==> src/design/skip_sub_pkg.sv <==
// constants and types shared by the skip and subtract execution logic
package skip_sub_pkg;
	// ********************************
	// widths
	// ********************************
	localparam int DATA_W = 8;
	localparam int BIT_SEL_W = 3;
	localparam int ADDR_W_DEF = 8;
	localparam int NIBBLE_MSB = 3;
	localparam int SIGN_POS = 7;

	// ********************************
	// values after reset and byte constants
	// ********************************
	localparam logic [7:0] WREG_RST = 8'h00;
	localparam logic FLAG_RST = 1'b0;
	localparam logic [7:0] BYTE_ONE = 8'h01;
	localparam logic [7:0] BYTE_ZERO = 8'h00;

	// ********************************
	// operation codes
	// ********************************
	typedef enum logic [2:0] {
		OP_INC_MEM  = 3'h0,
		OP_INC_REG  = 3'h1,
		OP_TEST_BIT = 3'h2,
		OP_TEST_BYTE = 3'h3,
		OP_SUB_REG  = 3'h4,
		OP_SUB_MEM  = 3'h5
	} op_code_t;

	// ********************************
	// sequencer states
	// ********************************
	typedef enum logic [3:0] {
		ST_IDLE = 4'h1,
		ST_READ = 4'h2,
		ST_EXEC = 4'h4,
		ST_SKIP = 4'h8
	} exec_state_t;
endpackage

==> src/design/minus_flags.sv <==
// subtraction datapath with status flag evaluation
`timescale 1ns/1ps
module minus_flags
	import skip_sub_pkg::*;
(
	// operands
	input  wire logic [skip_sub_pkg::DATA_W-1:0] minuend,
	input  wire logic [skip_sub_pkg::DATA_W-1:0] subtrahend,
	// results
	output logic [skip_sub_pkg::DATA_W-1:0]      difference,
	output logic                                 no_borrow,
	output logic                                 nibble_no_borrow,
	output logic                                 signed_range,
	output logic                                 signed_sign,
	output logic                                 null_result
);
	wire logic [DATA_W:0] wide_diff;
	wire logic [NIBBLE_MSB+1:0] nib_diff;

	// extra bit holds the borrow out; result wraps modulo 256
	assign wide_diff = {1'b0, minuend} - {1'b0, subtrahend}; // [RULE_10]
	assign nib_diff = {1'b0, minuend[NIBBLE_MSB:0]} - {1'b0, subtrahend[NIBBLE_MSB:0]};
	assign difference = wide_diff[DATA_W-1:0];
	// set when the true difference is zero or positive
	assign no_borrow = ~wide_diff[DATA_W]; // [RULE_08]
	assign nibble_no_borrow = ~nib_diff[NIBBLE_MSB+1];
	assign signed_range = (minuend[SIGN_POS] != subtrahend[SIGN_POS]) &&
		(difference[SIGN_POS] != minuend[SIGN_POS]);
	// sign of the exact signed difference, correct even on overflow
	assign signed_sign = signed_range ^ difference[SIGN_POS];
	assign null_result = (difference == BYTE_ZERO);
endmodule

==> src/design/skip_and_subtract_exec.sv <==
// execution unit for increment-skip, test-skip and subtract instructions
`timescale 1ns/1ps
// What this block does
// [RULE_01] increment memory byte, skip when sum zero
// [RULE_02] taken skip inserts dummy cycle, two cycles
// [RULE_03] increment into working register, memory untouched
// [RULE_04] skip when selected memory bit is one
// [RULE_05] rewrite byte, skip when byte nonzero
// [RULE_06] working register minus memory into register
// [RULE_07] working register minus memory into memory
// [RULE_08] borrow-not flag clear on negative difference
// [RULE_09] subtract updates flags, skips leave them
// [RULE_10] eight-bit modulo arithmetic, all-ones wraps zero
module skip_and_subtract_exec
	import skip_sub_pkg::*;
#(
	parameter int ADDR_W = ADDR_W_DEF
) (
	// clock and reset
	input  wire logic                                mclk,
	input  wire logic                                reset,
	// instruction request from the sequencer
	input  wire logic                                op_valid,
	input  wire skip_sub_pkg::op_code_t              op_code,
	input  wire logic [ADDR_W-1:0]                   op_addr,
	input  wire logic [skip_sub_pkg::BIT_SEL_W-1:0]  op_bit,
	output logic                                     op_ready,
	// completion and skip toward the sequencer
	output logic                                     op_done,
	output logic                                     skip_next,
	output logic                                     dummy_cycle,
	// data memory port
	output logic                                     mem_rd_en,
	output logic                                     mem_wr_en,
	output logic [ADDR_W-1:0]                        mem_addr,
	output logic [skip_sub_pkg::DATA_W-1:0]          mem_wr_data,
	input  wire logic [skip_sub_pkg::DATA_W-1:0]     mem_rd_data,
	// working register and status flags
	output logic [skip_sub_pkg::DATA_W-1:0]          working_register,
	output logic                                     signed_range_flag,
	output logic                                     null_flag,
	output logic                                     nibble_borrow_flag,
	output logic                                     borrow_not_flag,
	output logic                                     signed_borrow_flag,
	output logic                                     chained_null_flag
);
	// ********************************
	// state and captured request
	// ********************************
	exec_state_t state_q;
	exec_state_t state_d;
	op_code_t op_q;
	logic [BIT_SEL_W-1:0] bit_q;
	logic [ADDR_W-1:0] addr_q;
	logic ready_q;
	logic done_q;
	logic skip_q;
	logic dummy_q;
	logic rd_en_q;
	logic wr_en_q;
	logic [DATA_W-1:0] wr_data_q;
	logic [DATA_W-1:0] wreg_q;
	logic ov_q;
	logic z_q;
	logic ac_q;
	logic c_q;
	logic sc_q;
	logic cz_q;

	// ********************************
	// datapath
	// ********************************
	wire logic [DATA_W-1:0] inc_sum;
	wire logic [DATA_W-1:0] sub_diff;
	wire logic sub_c;
	wire logic sub_ac;
	wire logic sub_ov;
	wire logic sub_sc;
	wire logic sub_z;
	wire logic take;
	wire logic in_exec;
	wire logic is_inc;
	wire logic is_sub;
	wire logic writes_mem;
	wire logic cond_inc;
	wire logic cond_bit;
	wire logic cond_byte;
	wire logic skip_cond;
	wire logic [DATA_W-1:0] wr_value;

	assign take = op_valid && ready_q && (state_q == ST_IDLE);
	assign in_exec = (state_q == ST_EXEC);
	assign inc_sum = mem_rd_data + BYTE_ONE; // [RULE_10]
	assign is_inc = (op_q == OP_INC_MEM) || (op_q == OP_INC_REG);
	assign is_sub = (op_q == OP_SUB_REG) || (op_q == OP_SUB_MEM);
	assign writes_mem = (op_q == OP_INC_MEM) || (op_q == OP_TEST_BYTE) || (op_q == OP_SUB_MEM);

	minus_flags u_minus (
		.minuend          (wreg_q),
		.subtrahend       (mem_rd_data),
		.difference       (sub_diff),
		.no_borrow        (sub_c),
		.nibble_no_borrow (sub_ac),
		.signed_range     (sub_ov),
		.signed_sign      (sub_sc),
		.null_result      (sub_z)
	);

	// skip conditions
	assign cond_inc = is_inc && (inc_sum == BYTE_ZERO); // [RULE_01] [RULE_03]
	assign cond_bit = (op_q == OP_TEST_BIT) && mem_rd_data[bit_q]; // [RULE_04]
	assign cond_byte = (op_q == OP_TEST_BYTE) && (mem_rd_data != BYTE_ZERO); // [RULE_05]
	assign skip_cond = cond_inc || cond_bit || cond_byte;

	// value written back: sum, same byte, or difference
	assign wr_value = (op_q == OP_INC_MEM) ? inc_sum : // [RULE_01]
		(op_q == OP_SUB_MEM) ? sub_diff : // [RULE_07]
		mem_rd_data; // [RULE_05]

	// ********************************
	// sequencer
	// ********************************
	// a skip parks in ST_SKIP so the slot of the next instruction becomes a dummy
	always_comb begin
		state_d = state_q;
		case (state_q)
			ST_IDLE: begin
				if (take) begin
					state_d = ST_READ;
				end
			end
			ST_READ: state_d = ST_EXEC;
			ST_EXEC: state_d = skip_cond ? ST_SKIP : ST_IDLE; // [RULE_02]
			ST_SKIP: state_d = ST_IDLE;
			default: state_d = ST_IDLE;
		endcase
	end

	always_ff @(posedge mclk) begin
		if (reset) begin
			state_q <= ST_IDLE;
			op_q <= OP_INC_MEM;
			bit_q <= '0;
			addr_q <= '0;
			ready_q <= 1'b0;
		end else begin
			state_q <= state_d;
			if (take) begin
				op_q <= op_code;
				bit_q <= op_bit;
				addr_q <= op_addr;
			end
			ready_q <= (state_d == ST_IDLE);
		end
	end

	// ********************************
	// memory strobes and event pulses
	// ********************************
	always_ff @(posedge mclk) begin
		if (reset) begin
			rd_en_q <= 1'b0;
			wr_en_q <= 1'b0;
			wr_data_q <= BYTE_ZERO;
			done_q <= 1'b0;
			skip_q <= 1'b0;
			dummy_q <= 1'b0;
		end else begin
			rd_en_q <= take;
			wr_en_q <= in_exec && writes_mem; // [RULE_01] [RULE_05] [RULE_07]
			wr_data_q <= in_exec ? wr_value : wr_data_q;
			done_q <= in_exec;
			skip_q <= in_exec && skip_cond; // [RULE_02]
			dummy_q <= (state_d == ST_SKIP); // [RULE_02]
		end
	end

	// ********************************
	// working register and flags
	// ********************************
	// skip and test forms never reach the flag flops
	always_ff @(posedge mclk) begin
		if (reset) begin
			wreg_q <= WREG_RST;
			ov_q <= FLAG_RST;
			z_q <= FLAG_RST;
			ac_q <= FLAG_RST;
			c_q <= FLAG_RST;
			sc_q <= FLAG_RST;
			cz_q <= FLAG_RST;
		end else begin
			if (in_exec && (op_q == OP_INC_REG)) begin
				wreg_q <= inc_sum; // [RULE_03]
			end else if (in_exec && (op_q == OP_SUB_REG)) begin
				wreg_q <= sub_diff; // [RULE_06]
			end
			if (in_exec && is_sub) begin // [RULE_09]
				ov_q <= sub_ov;
				z_q <= sub_z;
				ac_q <= sub_ac;
				c_q <= sub_c; // [RULE_08]
				sc_q <= sub_sc;
				cz_q <= sub_z;
			end
		end
	end

	assign op_ready = ready_q;
	assign op_done = done_q;
	assign skip_next = skip_q;
	assign dummy_cycle = dummy_q;
	assign mem_rd_en = rd_en_q;
	assign mem_wr_en = wr_en_q;
	assign mem_addr = addr_q;
	assign mem_wr_data = wr_data_q;
	assign working_register = wreg_q;
	assign signed_range_flag = ov_q;
	assign null_flag = z_q;
	assign nibble_borrow_flag = ac_q;
	assign borrow_not_flag = c_q;
	assign signed_borrow_flag = sc_q;
	assign chained_null_flag = cz_q;
endmodule

==> config.mk <==
export PLATFORM = sky130hd
export DESIGN_NAME = skip_and_subtract_exec
export DESIGN_NICKNAME = d
export VERILOG_FILES = /design/src/design/skip_sub_pkg.sv /design/src/design/minus_flags.sv /design/src/design/skip_and_subtract_exec.sv
export SDC_FILE = /design/constraint.sdc
export NUM_CORES = 1
export LEC_CHECK = 0
export ABC_AREA = 0
export BUFFER_PORTS_ARGS = -buffer_cell sky130_fd_sc_hd__buf_2
export CAP_MARGIN = 25
export CORE_ASPECT_RATIO = 1.75
export CORE_UTILIZATION = 55
export DETAILED_ROUTE_END_ITERATION = 8
export PLACE_DENSITY = 0.86
export SETUP_SLACK_MARGIN = 0.02
export SYNTH_ARGS = -nofsm -noshare
export SYNTH_HDL_FRONTEND = slang
export SYNTH_SLANG_ARGS = --single-unit
==> constraint.sdc <==
create_clock -name mclk -period 4.5 [get_ports mclk]
set_clock_uncertainty 0.05 [all_clocks]
set_input_delay 0 -clock mclk [delete_from_list [all_inputs] [get_ports mclk]]
set_output_delay 0 -clock mclk [all_outputs]
set_load 0.02 [all_outputs]
# ---- After elaboration in Yosys (flattened, before gate mapping)
# Index checks and enable logic that the tools add are counted.
dict set report word_totals {
  input_bits 25
  reg_bits 45
  elab_cells 67
}
dict set report classes {
  addsub 3
  n_eq_ne 12
  mux 9
  n_bitwise 3
  order_cmp 1
  reduce_logical 22
}
# op n
set op_table {}
lappend op_table {{$mux W8} 4}
lappend op_table {{$logic_not A8 Y1} 2}
lappend op_table {{$pmux W4 S3} 1}
lappend op_table {{$logic_and A1 B1 Y1} 11}
lappend op_table {{$sub A8 B8 Y9} 1}
lappend op_table {{$add A8 B1 Y8 const B} 1}
lappend op_table {{$eq A4 B1 Y1 const B} 2}
lappend op_table {{$mux W4} 2}
lappend op_table {{$reduce_bool A8 Y1} 1}
lappend op_table {{$eq A3 B2 Y1 const B} 2}
lappend op_table {{$eq A3 B3 Y1 const B} 2}
lappend op_table {{$logic_or A1 B1 Y1} 6}
lappend op_table {{$sub A4 B4 Y5} 1}
lappend op_table {{$eq A4 B2 Y1 const B} 1}
lappend op_table {{$eq A4 B3 Y1 const B} 1}
lappend op_table {{$eq A4 B4 Y1 const B} 1}
lappend op_table {{$lt A3 B4 Y1 const B} 1}
lappend op_table {{$bmux W1 S3} 1}
lappend op_table {{$eq A3 B1 Y1 const B} 1}
lappend op_table {{$logic_not A3 Y1} 1}
lappend op_table {{$ne A1 B1 Y1} 2}
lappend op_table {{$not A1 Y1} 2}
lappend op_table {{$reduce_bool A2 Y1} 1}
lappend op_table {{$mux W1} 1}
lappend op_table {{$xor A1 B1 Y1} 1}

# ---- Longest topological paths before layout
# Gate-level depths: netlist of the first run.
dict set report logic_depth {
  depth_word 8
  mapped_depth 13
}

# ---- Hierarchy
# From an unflattened synthesis of the first run, not the netlist that was laid out.
dict set report hier_totals {
  hier_cells 341
  area_unflattened_um2 2746.4
}
# module n_inst area_each_um2 cells_per_inst
set modules_own_cells {}
lappend modules_own_cells {skip_and_subtract_exec 1 2351.0 286}
lappend modules_own_cells {minus_flags 1 395.4 55}

# ---- Least setup slack after synthesis of the first run
# Ideal clock, no wire load.
dict set report synth_timing {
  path_type {flip-flop to flip-flop}
  from {register wreg_q[1], in the netlist working_register[1]}
  to {register cz_q, in the netlist chained_null_flag}
  stages_incl_launch_ff 11
  arrival_ns 2.530
  path_slack_ns 1.805
  path_buffers 0
  synth_period_minus_slack_ns 2.695
  cell_sequence {dfxtp_1 ha_1 nor2b_1 o31a_1 o31a_1 o21ai_0 nand2b_1 fa_1 nand4b_2 a211oi_2 a31o_1}
}
dict set report synth_via {
  elab_chain_cells 2
}
# item line
set synth_rtl {}
lappend synth_rtl {{start, declared} skip_and_subtract_exec.sv:62} ;# logic [DATA_W-1:0] wreg_q;
lappend synth_rtl {{start signal, assigned} skip_and_subtract_exec.sv:193} ;# wreg_q <= inc_sum;
lappend synth_rtl {{start signal, assigned} skip_and_subtract_exec.sv:195} ;# wreg_q <= sub_diff;
lappend synth_rtl {{$sub A8 B8 Y9} minus_flags.sv:21} ;# assign wide_diff = {1'b0, minuend} - {1'b0, subtrahend};
lappend synth_rtl {{$logic_not A8 Y1} minus_flags.sv:31} ;# assign null_result = (difference == BYTE_ZERO);
lappend synth_rtl {{end signal, assigned} skip_and_subtract_exec.sv:203} ;# cz_q <= sub_z;
lappend synth_rtl {{end, declared} skip_and_subtract_exec.sv:68} ;# logic cz_q;
# No other way between the ends.
# A chain may end at the register's enable or synchronous reset.

# ---- Worst setup path in the final report of the first run
# Ends and elaborated chain as after synthesis.

==> metrics.txt, run 1 <==
die area=4972 um2; global routing usage on met3=0.05747; Crit path top cell by count=o31a_1; cts bufs inserted=5; GR Overflow Total=0; predominant post-synthesis flop cell=dfxtp_1; Syn Inst Count=292; largest net degree at the start of global routing=44; Reg area=900.9 um2; Synth-to-Final Area Change=20.40%; GRT Util Overall=0.2906; worst hold path type=primary input to flip-flop; vias in the first global route=2,399; I/O pins=61; root buffer cell=clkbuf_8; Initial Util=0.5797; Final nets=397; final non-filler cell area=3102 um2; proportion of synthesized area in mux cells=0.07188; final wirelength=6.657 mm; H-tree levels=2; router iterations before antenna repair=5; Peak supply drop=0.3130 mV; FF+latch count, synth=45; FP Rows=32; total number of vias=2,457; Synth Area in Compound Gates=0.1967; CP Class=flip-flop to flip-flop; First DRT Iteration DRCs=141; pins over their slew limit=0; Tmin final=2.760 ns; largest family of logic cells by synthesized area=simple AND/OR/NAND/NOR gates; Worst-path clk slew=0.08 ns; synth unique cells=63; cell family with most CP delay=compound AO/OA/AOI/OAI gates; footprint of the multi-input gates=1543 um2; initial antenna violation count=0; CTS tree=built; Adder-Cell Fraction of Synth Area=0.06897; final hold violations=0; Worst EP required=4.71 ns; sequential-to-total area share from yosys stat=0.3497; worst-path maximum fanout=4; met2 Use GR=0.4979; share of cells above drive strength 1=0.2340; busiest grt layer=met2; DR WL/cell=16.24 um; antenna viol nets, final=0; RePlAce Congestion=0.9568; pwr dens=257.4 nW/um2; GRT met1 Usage=0.3046; # port buffers=60; Commonest cells post-synth=dfxtp_1, nor2_1, a21oi_1; Die Wd=53.74 um; setup TNS=0 ns; Post-CTS Setup Bufs=0; FMAX=0.3623 GHz; Clock Latency Late Sink=0.30 ns; Worst Tran Pin Value=0.9000 ns; Leak=1.347 nW; Area contributors post-synth=dfxtp_1, nor2_1, mux2i_1, ha_1, a211oi_1; Ant. Diodes=0; worst-path cell with the longest stage delay=fa_1; Post-Synth XOR/XNOR Area=0.03060; Clock Sinks=45; Clock Path Buffers=2; crit path cell chain=ha_1, nor2b_1, o31a_1, o31a_1, o21ai_0, nand2b_1, fa_1, nand4b_2, a211oi_2, a31o_1; core area=4444 um2; period utilization=0.6134; maxcap violations=0; Avg Vias per Cell=5.993; RSZ-0062 raised after global routing=false; Final setup violation count=0; CP Capture Type=flip-flop; DP Area=2872 um2; CP arrival=2.97 ns; Post-synth ARST share=0; Syn. warnings=0; top cell type's share of synthesized area=0.3497; Post-synth EDFFs=0; Simple-Gate Fraction of Synth Area=0.2307; # DRC=0; first-pass GRT wire length=10.75 mm; Avg Inst Size Synth=8.823 um2; Filler Cells Inserted=359; most common cell in the netlist=dfxtp_1; Rel. slew slack=0.3974; CP max stage delay=0.53 ns; Syn Std Cell Area=2576 um2; die height=92.54 um; DP Wirelength=4.725 mm; outcome=completed; startpoint types=flip-flop; CP Buf/Inv Count=0; Synthesized Nets=330; Synth area leader=dfxtp_1
## layer usage
layer  vias up  wire (um)
met5         -          0
met4         0        317
met3        31        388
met2       108       3456
met1      1130       2495
li1       1188          -
## final cells by class
| cell class | instances | share of cell area |
|---|---|---|
| Timing Repair Buffer | 75 | 0.1444 |
| Multi-Input combinational cell | 217 | 0.4974 |
| Tap cell | 51 | 0.02057 |
| Clock inverter | 1 | 0.002420 |
| Clock buffer | 6 | 0.02662 |
| Sequential cell | 45 | 0.2904 |
| Inverter | 15 | 0.01815 |
## tightest hold or removal path, stage by stage
cell and delay, ns:
buf_2 0.10, nand4b_1 0.16, nor4_1 0.06
## report_power, final
| group | switching, mW | internal, mW | leakage [nW] | total [mW] |
|---|---|---|---|---|
| Sequential | 0.00883 | 0.406 | 0.364 | 0.415 |
| Clock | 0.136 | 0.121 | 0.0433 | 0.257 |
| Combinational | 0.0720 | 0.0544 | 0.939 | 0.126 |
| Total | 0.217 | 0.582 | 1.35 | 0.799 |
## cell usage in the layout, fill, tap and decap left out, types with 2 or more instances in the layout
| cell | n |
|---|---|
| a221o_2 | 2 |
| dfxtp_1 | 45 |
| a31oi_1 | 2 |
| fa_1 | 2 |
| dlygate4sd3_1 | 14 |
| nor3_1 | 7 |
| and4_1 | 2 |
| o31a_1 | 2 |
| o21a_1 | 4 |
| mux2i_1 | 14 |
| buf_2 | 60 |
| nand3_1 | 10 |
| inv_1 | 15 |
| a21o_1 | 2 |
| a211oi_1 | 11 |
| a311oi_1 | 2 |
| xnor2_1 | 9 |
| o31ai_1 | 2 |
| or2_2 | 2 |
| clkbuf_8 | 6 |
| ha_1 | 11 |
| or3_1 | 2 |
| nor2b_1 | 3 |
| mux4_2 | 2 |
| nor2_1 | 40 |
| nand2b_1 | 4 |
| nor4_1 | 2 |
| o21ai_0 | 9 |
| a21oi_1 | 16 |
| and2_1 | 4 |
| o211ai_1 | 5 |
| nor3b_1 | 3 |
| nand2_1 | 14 |
## registers in the layout, indices dropped and copies added (netlist names)
register	count
bit_q	3
borrow_not_flag	1
chained_null_flag	1
dummy_cycle	1
mem_addr	8
mem_rd_en	1
mem_wr_data	8
mem_wr_en	1
nibble_borrow_flag	1
op_done	1
op_q	3
op_ready	1
signed_borrow_flag	1
signed_range_flag	1
skip_next	1
state_q	4
working_register	8
## cell families (layout without fill, tap and decap cells)
kind of cell	Yosys count	after routing
mux	16	16
buf+inv	30	97
compound gates	72	72
flops	45	45
xor+xnor	9	9
simple gates	107	107
fa+ha+maj	13	13
## worst paths after layout
| path | from | end | slack [ns] | cells after the start |
|---|---|---|---|---|
| max | working_register[1]$_SDFFE_PP0P_ | chained_null_flag$_SDFFE_PP0P_ | 1.74 | 10 |
| min | op_valid | mem_rd_en$_SDFF_PP0_ | 0.01 | 3 |
| max reg2reg | working_register[1]$_SDFFE_PP0P_ | chained_null_flag$_SDFFE_PP0P_ | 1.74 | 10 |
| min reg2reg | mem_wr_data[1]$_SDFFE_PP0P_ | mem_wr_data[1]$_SDFFE_PP0P_ | 0.41 | 2 |
## through the flow
stage	std cells	hold WS, ns	total power, mW	setup slack [ns]	utilization
6_report	410	0.01303	0.7985	1.740	0.6979
3_3_place_gp	389	0.1820	0.5356	1.848	0.6461
5_1_grt	410	0.04039	0.8276	1.587	0.6979
2_1_floorplan	292	0.09721	0.5022	1.805	-
4_1_cts	410	0.01092	0.7942	1.742	0.6979
3_5_place_dp	389	0.1903	0.5380	1.765	0.6461
## what timing repair did
action,CTS,global route
gates resized for setup,0,0
hold endpoints to repair,14,0
hold buffers,14,0
No activity file was read; power rests on OpenSTA's default activity.
==> run 2: changes to the inputs <==
--- a/config.mk
+++ b/config.mk
@@ -9,9 +9,9 @@
 export BUFFER_PORTS_ARGS = -buffer_cell sky130_fd_sc_hd__buf_2
 export CAP_MARGIN = 25
 export CORE_ASPECT_RATIO = 1.75
-export CORE_UTILIZATION = 55
+export CORE_UTILIZATION = 48
 export DETAILED_ROUTE_END_ITERATION = 8
-export PLACE_DENSITY = 0.86
+export PLACE_DENSITY = 0.8
 export SETUP_SLACK_MARGIN = 0.02
 export SYNTH_ARGS = -nofsm -noshare
 export SYNTH_HDL_FRONTEND = slang
==> constraint.sdc (replaced) <==
create_clock -name mclk -period 2.5 [get_ports mclk]
set_clock_uncertainty 0.05 [all_clocks]
set_input_delay 0 -clock mclk [delete_from_list [all_inputs] [get_ports mclk]]
set_output_delay 0 -clock mclk [all_outputs]
set_load 0.02 [all_outputs]
==> metrics.txt, run 2 (same netlist as run 1, synthesis figures left out) <==
Flop pwr share=0.496 (was 0.520); pwr dens=455.1 nW/um2 (was 257.4 nW/um2); DRT met1 WL=2.593 mm (was 2.495 mm); CP Buf/Inv Count=0 (unchanged); initial antenna violation count=0 (unchanged); met3 WL=458 um (was 388 um); root buffer cell=clkbuf_8 (unchanged); Final nets=417 (was 397); Clk pwr share=0.343 (was 0.322); FMAX=0.3907 GHz (was 0.3623 GHz); Worst EP required=2.66 ns (was 4.71 ns); CTS tree=built (unchanged); Leak=1.464 nW (was 1.347 nW); Die Wd=57.38 um (was 53.74 um); cell family with most CP delay=compound AO/OA/AOI/OAI gates (unchanged); DP Area=3028 um2 (was 2872 um2); maxcap violations=0 (unchanged); startpoint types=flip-flop (unchanged); # port buffers=60 (unchanged); Util after Layout=0.6522 (was 0.6979); Worst-path clk slew=0.09 ns (was 0.08 ns); outcome=complete, but fails checks (was completed); router iterations before antenna repair=6 (was 5); pre-CTS setup slack=-0.06799 ns (was 1.765 ns); Initial Util=0.5089 (was 0.5797); most common cell after layout, fill and taps aside=buf_2 (unchanged); final wirelength=6.923 mm (was 6.657 mm); worst hold path type=primary input to flip-flop (unchanged); die height=98.92 um (was 92.54 um); RePlAce Congestion=0.8982 (was 0.9568); final hold violations=0 (unchanged); placed cells=409 (was 389); total power=1.503 mW (was 798.5 uW); CP Class=flip-flop to flip-flop (unchanged); most frequent cells in the layout=buf_2, dfxtp_1, nor2_1 (unchanged); # DRC=7 (was 0); period utilization=1.024 (was 0.6134); die area=5676 um2 (was 4972 um2); Final setup violation count=2 (was 0); cts bufs inserted=5 (unchanged); setup TNS=-0.06742 ns (was 0 ns); GR Overflow Total=0 (unchanged); vias in the first global route=2,561 (was 2,399); worst-path cell with the longest stage delay=fa_2 (was fa_1); antenna viol nets, final=0 (unchanged); setup ws final=-0.05974 ns (was 1.740 ns); crit path cell chain=ha_4, nor2b_4, o31a_1, o31a_1, o21ai_1, nand2b_1, fa_2, nand4b_2, a211oi_2, a31o_1 (was ha_1, nor2b_1, o31a_1, o31a_1, o21ai_0, nand2b_1, fa_1, nand4b_2, a211oi_2, a31o_1); DP Wirelength=5.023 mm (was 4.725 mm); Ant. Diodes=0 (unchanged); DR WL/cell=15.95 um (was 16.24 um); Psw=402.7 uW (was 216.5 uW); core area=5062 um2 (was 4444 um2); met2 routed WL=3.575 mm (was 3.456 mm); Worst Tran Pin Value=0.4931 ns (was 0.9000 ns); Pint=1.100 mW (was 582.0 uW); First DRT Iteration DRCs=106 (was 141); RSZ-0062 raised after global routing=true (was false); first-pass GRT wire length=11.47 mm (was 10.75 mm); Tmin final=2.560 ns (was 2.760 ns); top routing layer used=met4 (unchanged); Clock Latency Late Sink=0.31 ns (was 0.30 ns); failing checks=DRC, setup timing; total number of vias=2,504 (was 2,457); CP Capture Type=flip-flop (unchanged); pins over their slew limit=0 (unchanged); worst-path maximum fanout=4 (unchanged); Clock Path Buffers=2 (unchanged); CP max stage delay=0.58 ns (was 0.53 ns); final non-filler cell area=3302 um2 (was 3102 um2); Avg Vias per Cell=5.770 (was 5.993); FP Rows=34 (was 32); largest net degree at the start of global routing=26 (was 44); I/O pins=61 (unchanged); CP arrival=2.72 ns (was 2.97 ns); Hold WS=0.05058 ns (was 0.01303 ns); sw frac=0.2680 (was 0.2711); Synth-to-Final Area Change=28.17% (was 20.40%); Comb power frac=0.161 (was 0.158); GRT Util Overall=0.2590 (was 0.2906); Rel. slew slack=0.6700 (was 0.3974); share of cells above drive strength 1=0.2842 (was 0.2340); Clock Sinks=45 (unchanged); Filler Cells Inserted=415 (was 359); Peak supply drop=0.4795 mV (was 0.3130 mV); Finished Layout Cells=434 (was 410); Crit path top cell by count=o31a_1 (unchanged); H-tree levels=2 (unchanged)
-- run 2: changes by cell type in the layout (fill, tap and decap cells not counted), sizes merged --
cell	previous run	this run
clkinv	0	1
clkinvlp	1	0
dlygate4sd3	14	15
buf	61	80
clkbuf	6	7
-- run 2: final timing paths --
kind / startpoint / endpoint / slack, ns / depth (start not counted)
worst min-delay path: reset / working_register[0]$_SDFFE_PP0P_ / 0.05 / 2
worst max register to register: working_register[1]$_SDFFE_PP0P_ / chained_null_flag$_SDFFE_PP0P_ / -0.06 / 10
worst min register to register: mem_wr_data[1]$_SDFFE_PP0P_ / mem_wr_data[1]$_SDFFE_PP0P_ / 0.42 / 2
worst max-delay path: working_register[1]$_SDFFE_PP0P_ / chained_null_flag$_SDFFE_PP0P_ / -0.06 / 10
-- run 2: power groups by stage --
stage / registers (mW) / logic, mW / clock network [mW]
3_5_place_dp: 0.762 / 0.218 / 0
6_report: 0.745 / 0.242 / 0.515
2_1_floorplan: 0.768 / 0.137 / 0
5_1_grt: 0.748 / 0.264 / 0.557
3_3_place_gp: 0.761 / 0.215 / 0
4_1_cts: 0.745 / 0.238 / 0.520
-- run 2: layout make-up --
| type | instances | area, um2 | area share |
|---|---|---|---|
| Inverter | 15 | 56.30 | 0.01705 |
| Clock inverter | 1 | 8.758 | 0.002653 |
| Timing Repair Buffer | 95 | 600.6 | 0.1819 |
| Tap cell | 54 | 67.56 | 0.02046 |
| Multi-Input combinational cell | 217 | 1565 | 0.4740 |
| Clock buffer | 7 | 97.59 | 0.02956 |
| Sequential cell | 45 | 905.9 | 0.2743 |
-- run 2: worst register-to-register path, cell delays in order, from the launching register on --
cell and delay [ns]:
dfxtp_4 0.36, ha_4 0.20, nor2b_4 0.12, o31a_1 0.25, o31a_1 0.27, o21ai_1 0.13
nand2b_1 0.08, fa_2 0.58, nand4b_2 0.15, a211oi_2 0.04, a31o_1 0.24
-- run 2: what timing repair did --
action,4_1_cts,5_1_grt
resized for setup,1,1
pin swaps,0,2
endpoints found under the setup margin,3,5
buffers inserted,1,1
endpoints found under the hold margin,16,0
hold buffers,15,0
-- run 2: routing by layer --
| metal | global-route usage | vias up |
|---|---|---|
| met5 | 0 | - |
| met4 | 0.1670 | 0 |
| met3 | 0.05118 | 25 |
| met2 | 0.4562 | 116 |
| met1 | 0.2708 | 1134 |
| li1 | - | 1229 |
